[config.mk]
export PLATFORM = sky130hd
export DESIGN_NAME = tcl_timer
export DESIGN_NICKNAME = d
export VERILOG_FILES = /design/src/tcl_pkg.sv /design/src/tcl_edge_sync.sv /design/src/tcl_timer.sv
export SDC_FILE = /design/constraint.sdc
export NUM_CORES = 1
export LEC_CHECK = 0
export ABC_AREA = 1
export BUFFER_PORTS_ARGS = -buffer_cell sky130_fd_sc_hd__buf_2
export CORE_ASPECT_RATIO = 1.4
export CORE_MARGIN = 2
export CORE_UTILIZATION = 41
export DETAILED_ROUTE_END_ITERATION = 12
export GPL_ROUTABILITY_DRIVEN = 0
export PLACE_DENSITY = 0.66
export SKIP_LAST_GASP = 1
export SLEW_MARGIN = 10
export SYNTH_ARGS = -nofsm -noshare
export SYNTH_HDL_FRONTEND = slang
export SYNTH_HIERARCHICAL = 1
export SYNTH_SLANG_ARGS = --single-unit
export TNS_END_PERCENT = 1
[constraint.sdc]
create_clock -name clock -period 2.9 [get_ports clock]
set_input_delay 0.29 -clock clock [delete_from_list [all_inputs] [get_ports clock]]
set_output_delay 0.29 -clock clock [all_outputs]
set_load 0.1 [all_outputs]
[src/tcl_pkg.sv]
// constants shared by the timer-two control logic
package tcl_pkg;
    // register indices; byte address on the bus is four times the index
    localparam logic [7:0] IDX_CONTROL = 8'hC8;
    localparam logic [7:0] IDX_MODE = 8'hC9;
    localparam logic [7:0] IDX_RELOAD_LOW = 8'hCA;
    localparam logic [7:0] IDX_RELOAD_HIGH = 8'hCB;
    localparam logic [7:0] IDX_COUNT_LOW = 8'hCC;
    localparam logic [7:0] IDX_COUNT_HIGH = 8'hCD;
    localparam logic [7:0] IDX_CLOCK_CONTROL = 8'hE0;
    localparam logic [7:0] IDX_IRQ_STATUS = 8'hE1;
    localparam logic [7:0] IDX_IRQ_MASK = 8'hE2;

    // control register fields
    localparam int BIT_WRAP_FLAG = 7;
    localparam int BIT_EXT_EVENT_FLAG = 6;
    localparam int BIT_RX_BAUD_SOURCE = 5;
    localparam int BIT_TX_BAUD_SOURCE = 4;
    localparam int BIT_TRIGGER_PIN_ENABLE = 3;
    localparam int BIT_RUN_CONTROL = 2;
    localparam int BIT_COUNT_SOURCE_SELECT = 1;
    localparam int BIT_CAPTURE_RELOAD_SELECT = 0;

    // mode register fields
    localparam int BIT_CAPTURE_RESET = 3;
    localparam int BIT_DOWN_COUNT_ENABLE = 0;

    // clock control field
    localparam int BIT_TICK_RATE_SELECT = 5;

    // interrupt status and mask fields
    localparam int BIT_IRQ_WRAP = 0;
    localparam int BIT_IRQ_EXT = 1;

    // reset values and the top value of the count
    localparam logic [7:0] RESET_CONTROL = 8'h00;
    localparam logic [15:0] RESET_COUNT = 16'h0000;
    localparam logic [15:0] RESET_RELOAD = 16'h0000;
    localparam logic [15:0] COUNT_TOP = 16'hFFFF;

    // tick divisors in core clock cycles
    localparam logic [3:0] DIV_SLOW = 4'hC;
    localparam logic [3:0] DIV_FAST = 4'h4;
    localparam logic [3:0] DIV_BAUD = 4'h2;
endpackage

[src/tcl_edge_sync.sv]
// two-flop synchroniser and falling-edge detector for the trigger pin
`timescale 1ns/1ps
module tcl_edge_sync (
    input wire logic clock,
    input wire logic rst,
    input wire logic pinIn,
    output logic pinLevel,
    output logic pinFall
);
    typedef struct packed {
        logic meta;
        logic sync;
        logic prev;
        logic fall;
    } tcl_sync_state_type;

    tcl_sync_state_type s;
    tcl_sync_state_type next_s;

    always_comb begin
        next_s = s;
        next_s.meta = pinIn;
        next_s.sync = s.meta;
        next_s.prev = s.sync;
        next_s.fall = s.prev & ~s.sync;
    end

    // pin idles high after reset so no false edge is seen
    always_ff @(posedge clock or posedge rst) begin
        if (rst) begin
            s <= '{meta: 1'b1, sync: 1'b1, prev: 1'b1, fall: 1'b0};
        end else begin
            s <= next_s;
        end
    end

    assign pinLevel = s.sync;
    assign pinFall = s.fall;
endmodule // tcl_edge_sync

[src/tcl_timer.sv]
// timer-two control logic with classic wishbone register slave
// Notes on behaviour
// - overflow of the 16-bit count sets the wrap flag, control bit 7.
// - counting down, reaching the reload value also sets the wrap flag.
// - hardware sets wrap flag only with both baud sources zero; software always.
// - pin falling edge or overflow/underflow sets external-event flag per select bits.
// - event flag stays until software clears; pin or software set requests interrupt.
// - bit 5 picks receive baud source; one forces baud generator mode.
// - bit 4 picks transmit baud source; one forces baud generator mode.
// - pin enable bit 3 lets falling edges capture or reload, outside baud mode and up/down mode.
// - run bit 2 starts and stops counting; stopped count holds except on a pin-edge reload or capture reset.
// - count source bit 1 selects internal ticks or trigger-pin falling edges.
// - baud generator mode applies regardless of count source select.
// - capture/reload bit 0 selects reload or capture on overflow or pin edge.
// - in baud mode the select bit is ignored and overflow always reloads.
// - down-count enable lets the count run up or down in auto-reload mode.
// - capture stores count bytes in reload registers; reload mode loads from them.
//
// The Wishbone interface to the registers was left to the implementer.
`timescale 1ns/1ps
module tcl_timer (
    input wire logic clock,
    input wire logic rst,
    input wire logic cyc_i,
    input wire logic stb_i,
    input wire logic we_i,
    input wire logic [31:0] adr_i,
    input wire logic [3:0] sel_i,
    input wire logic [31:0] dat_i,
    output logic [31:0] dat_o,
    output logic ack_o,
    input wire logic extTriggerPin,
    output logic rxBaudTick,
    output logic txBaudTick,
    output logic timerRequest,
    output logic irq
);
    typedef struct packed {
        logic [7:0] control;
        logic captureReset;
        logic downCountEnable;
        logic tickRateSelect;
        logic [15:0] count;
        logic [15:0] reload;
        logic [3:0] divCount;
        logic [1:0] irqStatus;
        logic [1:0] irqMask;
        logic ack;
        logic [7:0] readData;
        logic rxTick;
        logic txTick;
    } tcl_state_type;

    tcl_state_type s;
    tcl_state_type next_s;

    logic pinLevel;
    logic pinFall;

    tcl_edge_sync u_edge_sync (
        .clock(clock),
        .rst(rst),
        .pinIn(extTriggerPin),
        .pinLevel(pinLevel),
        .pinFall(pinFall)
    );

    // true when the bus address selects the given register index
    function automatic logic regHit(input logic [31:0] adr, input logic [7:0] idx);
        regHit = (adr[31:10] == 22'h000000) && (adr[9:2] == idx) && (adr[1:0] == 2'h0);
    endfunction

    // read mux over the register map; unmapped indices read zero
    function automatic logic [7:0] regRead(input logic [31:0] adr, input tcl_state_type st);
        regRead = 8'h00;
        if (regHit(adr, tcl_pkg::IDX_CONTROL)) begin
            regRead = st.control;
        end else if (regHit(adr, tcl_pkg::IDX_MODE)) begin
            regRead[tcl_pkg::BIT_CAPTURE_RESET] = st.captureReset;
            regRead[tcl_pkg::BIT_DOWN_COUNT_ENABLE] = st.downCountEnable;
        end else if (regHit(adr, tcl_pkg::IDX_RELOAD_LOW)) begin
            regRead = st.reload[7:0];
        end else if (regHit(adr, tcl_pkg::IDX_RELOAD_HIGH)) begin
            regRead = st.reload[15:8];
        end else if (regHit(adr, tcl_pkg::IDX_COUNT_LOW)) begin
            regRead = st.count[7:0];
        end else if (regHit(adr, tcl_pkg::IDX_COUNT_HIGH)) begin
            regRead = st.count[15:8];
        end else if (regHit(adr, tcl_pkg::IDX_CLOCK_CONTROL)) begin
            regRead[tcl_pkg::BIT_TICK_RATE_SELECT] = st.tickRateSelect;
        end else if (regHit(adr, tcl_pkg::IDX_IRQ_STATUS)) begin
            regRead[1:0] = st.irqStatus;
        end else if (regHit(adr, tcl_pkg::IDX_IRQ_MASK)) begin
            regRead[1:0] = st.irqMask;
        end
    endfunction

    always_comb begin
        logic access;
        logic wrEn;
        logic rdEn;
        logic baudMode;
        logic upDownMode;
        logic countUp;
        logic [3:0] divisor;
        logic tickPulse;
        logic countEn;
        logic pinAction;
        logic overflow;
        logic hwWrap;
        logic hwExt;
        logic swExtSet;
        logic [1:0] events;
        access = 1'b0;
        wrEn = 1'b0;
        rdEn = 1'b0;
        baudMode = 1'b0;
        upDownMode = 1'b0;
        countUp = 1'b1;
        divisor = tcl_pkg::DIV_SLOW;
        tickPulse = 1'b0;
        countEn = 1'b0;
        pinAction = 1'b0;
        overflow = 1'b0;
        hwWrap = 1'b0;
        hwExt = 1'b0;
        swExtSet = 1'b0;
        events = 2'h0;
        next_s = s;

        // single-cycle classic answer: ack one cycle after the strobe, dropped the next
        access = cyc_i & stb_i & ~s.ack;
        wrEn = access & we_i & sel_i[0];
        rdEn = access & ~we_i;
        next_s.ack = access;

        baudMode = s.control[tcl_pkg::BIT_RX_BAUD_SOURCE] | s.control[tcl_pkg::BIT_TX_BAUD_SOURCE];
        upDownMode = s.downCountEnable & ~s.control[tcl_pkg::BIT_CAPTURE_RELOAD_SELECT] & ~baudMode;
        // count direction follows the pin level in up/down mode, low counts down
        countUp = upDownMode ? pinLevel : 1'b1;

        if (baudMode) begin
            divisor = tcl_pkg::DIV_BAUD;
        end else if (s.tickRateSelect) begin
            divisor = tcl_pkg::DIV_FAST;
        end else begin
            divisor = tcl_pkg::DIV_SLOW;
        end
        // divider restarts whenever the selected rate changes past its limit
        tickPulse = (s.divCount >= divisor - 4'h1);
        next_s.divCount = tickPulse ? 4'h0 : s.divCount + 4'h1;

        if (s.control[tcl_pkg::BIT_RUN_CONTROL]) begin
            if (baudMode || !s.control[tcl_pkg::BIT_COUNT_SOURCE_SELECT]) begin
                countEn = tickPulse;
            end else begin
                countEn = pinFall;
            end
        end

        if (countEn) begin
            if (countUp) begin
                if (s.count == tcl_pkg::COUNT_TOP) begin
                    overflow = 1'b1;
                end else begin
                    next_s.count = s.count + 16'h0001;
                end
            end else begin
                if (s.count == s.reload) begin
                    overflow = 1'b1;
                end else begin
                    next_s.count = s.count - 16'h0001;
                end
            end
        end

        if (overflow) begin
            if (baudMode) begin
                next_s.count = s.reload;
            end else if (s.control[tcl_pkg::BIT_CAPTURE_RELOAD_SELECT]) begin
                next_s.count = 16'h0000;
            end else if (countUp) begin
                next_s.count = s.reload;
            end else begin
                next_s.count = tcl_pkg::COUNT_TOP;
            end
        end
        hwWrap = overflow & ~baudMode;
        hwExt = overflow & upDownMode;

        // pin edges neither capture nor reload while generating baud clocks
        pinAction = pinFall & s.control[tcl_pkg::BIT_TRIGGER_PIN_ENABLE] & ~baudMode;
        if (pinAction && !upDownMode) begin
            if (s.control[tcl_pkg::BIT_CAPTURE_RELOAD_SELECT]) begin
                next_s.reload = s.count;
                if (s.captureReset) begin
                    next_s.count = 16'h0000;
                end
            end else begin
                next_s.count = s.reload;
            end
            hwExt = 1'b1;
        end

        next_s.rxTick = overflow & s.control[tcl_pkg::BIT_RX_BAUD_SOURCE];
        next_s.txTick = overflow & s.control[tcl_pkg::BIT_TX_BAUD_SOURCE];

        // software writes win over counting, flag sets by hardware win over software
        if (wrEn) begin
            if (regHit(adr_i, tcl_pkg::IDX_CONTROL)) begin
                next_s.control = dat_i[7:0];
                swExtSet = dat_i[tcl_pkg::BIT_EXT_EVENT_FLAG] & ~s.control[tcl_pkg::BIT_EXT_EVENT_FLAG];
            end
            if (regHit(adr_i, tcl_pkg::IDX_MODE)) begin
                next_s.captureReset = dat_i[tcl_pkg::BIT_CAPTURE_RESET];
                next_s.downCountEnable = dat_i[tcl_pkg::BIT_DOWN_COUNT_ENABLE];
            end
            if (regHit(adr_i, tcl_pkg::IDX_RELOAD_LOW)) begin
                next_s.reload[7:0] = dat_i[7:0];
            end
            if (regHit(adr_i, tcl_pkg::IDX_RELOAD_HIGH)) begin
                next_s.reload[15:8] = dat_i[7:0];
            end
            if (regHit(adr_i, tcl_pkg::IDX_COUNT_LOW)) begin
                next_s.count[7:0] = dat_i[7:0];
            end
            if (regHit(adr_i, tcl_pkg::IDX_COUNT_HIGH)) begin
                next_s.count[15:8] = dat_i[7:0];
            end
            if (regHit(adr_i, tcl_pkg::IDX_CLOCK_CONTROL)) begin
                next_s.tickRateSelect = dat_i[tcl_pkg::BIT_TICK_RATE_SELECT];
            end
            if (regHit(adr_i, tcl_pkg::IDX_IRQ_MASK)) begin
                next_s.irqMask = dat_i[1:0];
            end
        end
        if (hwWrap) begin
            next_s.control[tcl_pkg::BIT_WRAP_FLAG] = 1'b1;
        end
        if (hwExt) begin
            next_s.control[tcl_pkg::BIT_EXT_EVENT_FLAG] = 1'b1;
        end

        events[tcl_pkg::BIT_IRQ_WRAP] = hwWrap;
        events[tcl_pkg::BIT_IRQ_EXT] = hwExt | swExtSet;
        if (rdEn && regHit(adr_i, tcl_pkg::IDX_IRQ_STATUS)) begin
            next_s.irqStatus = events;
        end else begin
            next_s.irqStatus = s.irqStatus | events;
        end

        next_s.readData = rdEn ? regRead(adr_i, s) : 8'h00;
    end

    always_ff @(posedge clock or posedge rst) begin
        if (rst) begin
            s <= '{control: tcl_pkg::RESET_CONTROL, captureReset: 1'b0, downCountEnable: 1'b0,
                   tickRateSelect: 1'b0, count: tcl_pkg::RESET_COUNT, reload: tcl_pkg::RESET_RELOAD,
                   divCount: 4'h0, irqStatus: 2'h0, irqMask: 2'h0, ack: 1'b0, readData: 8'h00,
                   rxTick: 1'b0, txTick: 1'b0};
        end else begin
            s <= next_s;
        end
    end

    assign ack_o = s.ack;
    assign dat_o = {24'h000000, s.readData};
    assign rxBaudTick = s.rxTick;
    assign txBaudTick = s.txTick;
    // classic level request straight from the two flags
    assign timerRequest = s.control[tcl_pkg::BIT_WRAP_FLAG] | s.control[tcl_pkg::BIT_EXT_EVENT_FLAG];
    assign irq = |(s.irqStatus & s.irqMask);
endmodule // tcl_timer

==> flow_metrics.env <==
export IMPL_status="completed"
export IMPL_min_period_ns=2.452
export IMPL_yosysWarnings=6
export IMPL_r2r_setup_slack_ns=0.45
export IMPL_die_width_um=103.2
export IMPL_wire_per_inst_um=14.84
export IMPL_crit_arrival_ns=2.71
export IMPL_peakVddDrop_uv=321.1
export IMPL_worstSetupPathType="register to register"
export IMPL_place_ws_ns=0.4727
export IMPL_grt_ovfl_total=0
export IMPL_gr_usage_all_layers_pct=24.81
export IMPL_clkSlewWorstSetupHoldPaths_ns=0.06
export IMPL_hold_buffers=1
export IMPL_start_util_pct=42.19
export IMPL_setup_slack_ns=0.4480
export IMPL_yosys_area_top_type="dfrtp_1"
export IMPL_post_cts_setup_buffer_count=0
export IMPL_min_period_over_period_pct=84.55
export IMPL_drive_gt1_share_pct=15.39
export IMPL_clockBufferDepth=2
export IMPL_synth_ff_type="dfrtp_1"
export IMPL_holdWs_ns=0.05460
export IMPL_coreArea_um2=13390
export IMPL_rr_endpoint="s[40]"
export IMPL_num_fill_cells=1468
export IMPL_vias=5856
export IMPL_r2r_cells=13
export IMPL_synth_top_cells_by_count="290 x nand2_1, 106 x nor2_1, 103 x inv_1"
export IMPL_cts_tree="done"
export IMPL_powerDensity_nw_per_um2=341.7
export IMPL_place_inst=1146
export IMPL_row_count=50
export IMPL_synth_top_area_share_pct=27.91
export IMPL_fin_worst_skew_ns=0.005439
export IMPL_htreeDepth=3
export IMPL_netlist_top_cells_area="dfrtp_1 28%, nand2_1 19%, nor2_1 7.0%"
export IMPL_worstMarginPinSlew_ns=0.8068
export IMPL_maxCapViolCount=0
export IMPL_antenna_found_initial=0
export IMPL_maxSlewViolCount=0
export IMPL_hp_start="extTriggerPin"
export IMPL_cp_max_fo=14
export IMPL_syn_inst=920
export IMPL_drtAntennaViolNets=0
export IMPL_cts_buffers=9
export IMPL_max_freq_mhz=407.8
export IMPL_wl_mm=17.26
export IMPL_end_kind="register"
export IMPL_cts_resized=0
export IMPL_synth_seq_cells=66
export IMPL_avgSynthCellArea_um2=6.139
export IMPL_crit_reg2reg_launch="s[36]"
export IMPL_setup_viol=0
export IMPL_setup_tns_ns=0
export IMPL_required_ns=3.16
export IMPL_worstSkewPairLatency_ns=0.33
export IMPL_synth_edff_count=0
export IMPL_yosys_area_share_xor_xnor_pct=2.326
export IMPL_grt_pass1_wl_mm=27.99
export IMPL_ys_seq_area_share_pct=29.31
export IMPL_hold_path_class="input pin to register"
export IMPL_synth_cell_types=39
export IMPL_viasPerCell=5.035
export IMPL_fin_cells=1163
export IMPL_cts_root_buf="clkbuf_16"
export IMPL_dr_pass1_iters=5
export IMPL_synth_top_family_by_area="simple AND/OR/NAND/NOR gates"
export IMPL_power_uw=2160
export IMPL_max_slew_margin_pct=45.85
export IMPL_antenna_cells=0
export IMPL_hold_violations=0
export IMPL_power_leakage_uw=0.003392
export IMPL_grt_max_degree=63
export IMPL_critPathLaunchType="register"
export IMPL_regArea_um2=1655
export IMPL_multiInputGateArea_um2=3199
export IMPL_ios=111
export IMPL_cts_sinks=66
export IMPL_synthSimpleGateAreaFrac_pct=37.17
export IMPL_port_buffers=59
export IMPL_drtIter0Drc=439
export IMPL_yosysMostFrequentCell="nand2_1"
export IMPL_min_to="u_edge_sync/next_s[2]"
export IMPL_synth_mux_area_share_pct=0
export IMPL_layout_nets=1055
export IMPL_synthArstFlopShare_pct=100.0
export IMPL_dieArea_um2=14740
export IMPL_grt_pass1_vias=5500
export IMPL_dpl_hpwl_mm=13.21
export IMPL_synth_area_um2=5648
export IMPL_synth_compound_area_share_pct=14.40
export IMPL_synth_fa_ha_area_share_pct=1.108
export IMPL_areaGrowthSynthToFinish_pct=11.94
export IMPL_die_h_um=142.9
export IMPL_post_route_drc_count=0
export IMPL_whs_path_depth=1
export IMPL_rsz0062_at_grt="false"
[metrics by stage]
stage	area [um2]	util, %
floorplan	5734	-
global placement	6038	45.10
detailed placement	6038	45.10
CTS	6322	47.22
global route	6322	47.22
finish	6322	47.22
[cells in the final DEF (no fill, tap or decap), types with 3 or more instances in the layout]
| cell type | n |
|---|---|
| nor2_1 | 105 |
| a21oi_2 | 9 |
| clkinv_2 | 3 |
| o21a_1 | 8 |
| nand2_1 | 290 |
| inv_2 | 21 |
| o21bai_1 | 3 |
| nand4_1 | 18 |
| nor2_2 | 8 |
| o211ai_1 | 5 |
| dfstp_2 | 3 |
| o21ai_0 | 68 |
| ha_1 | 5 |
| buf_4 | 26 |
| buf_2 | 59 |
| a21oi_1 | 28 |
| nor3_1 | 7 |
| clkbuf_16 | 9 |
| nand3_1 | 60 |
| o21ai_1 | 20 |
| dfrtp_1 | 63 |
| nor2_4 | 3 |
| xor2_1 | 14 |
| conb_1 | 24 |
| inv_1 | 102 |
[layer usage]
layer,global-route usage (%),part of all wire [%],vias to the layer above
li1,-,-,2945
met1,29.93,40,2631
met4,12.26,4.6,0
met5,0,0,-
met3,3.279,5.4,56
met2,42.69,50,224
[power by group]
part           internal [uW]  total [uW]  switching (uW)  leakage (uW)
clock                    598        1000             405      0.000135
sequential               927         929            2.35      0.000796
combinational           30.7         227             197       0.00246
total                   1560        2160             604       0.00339
[critical path: stages, from the launching register on]
cell     delay, ns
dfrtp_1       0.52
ha_1          0.28
nand2_1       0.10
nor2_1        0.16
nand4_1       0.11
nor2_2        0.15
nor2_2        0.12
a21oi_4       0.14
nand2_2       0.08
nor2_4        0.29
o21ai_0       0.14
nand2_1       0.08
nand2_1       0.04
a21oi_1       0.15
[how the worst max path moves through the flow]
| stage | startpoint | endpoint | slack, ns | cells past startpoint |
|---|---|---|---|---|
| after floorplan | s[58] | s[35] | 0.70 | 14 |
| after global placement | s[35] | s[40] | 0.48 | 13 |
| after detailed placement | s[35] | s[40] | 0.47 | 13 |
| after CTS | s[35] | s[40] | 0.45 | 13 |
| after global routing | s[35] | s[39] | 0.17 | 13 |
| final | s[36] | s[40] | 0.45 | 13 |
[kinds of logic (layout without fill, tap and decap cells)]
group | count (synthesis) | in the layout
AO/OA/AOI/OAI | 144 | 144
XOR/XNOR | 15 | 15
adder cells (fa/ha/maj) | 5 | 5
buffers and inverters | 188 | 226
flip-flops | 66 | 66
other | 1 | 24
AND/OR/NAND/NOR | 501 | 501
[state kept, by name (all words and copies together), names as in the netlist]
register and cells:
dat_o 8, txBaudTick 1, u_edge_sync/next_s 1, u_edge_sync/s 1
u_edge_sync/pinFall 1, s 51, u_edge_sync/pinLevel 1, ack_o 1
rxBaudTick 1
[layout make-up]
cell class                      instances  area share (%)
Tap cell                              182           3.602
Inverter                              124           7.362
Clock inverter                          5          0.4948
Timing Repair Buffer                   86           7.916
Clock buffer                           11           3.839
Sequential cell                        66           26.18
Multi-Input combinational cell        689           50.60
Note: power is estimated with default switching activity, not from simulation.
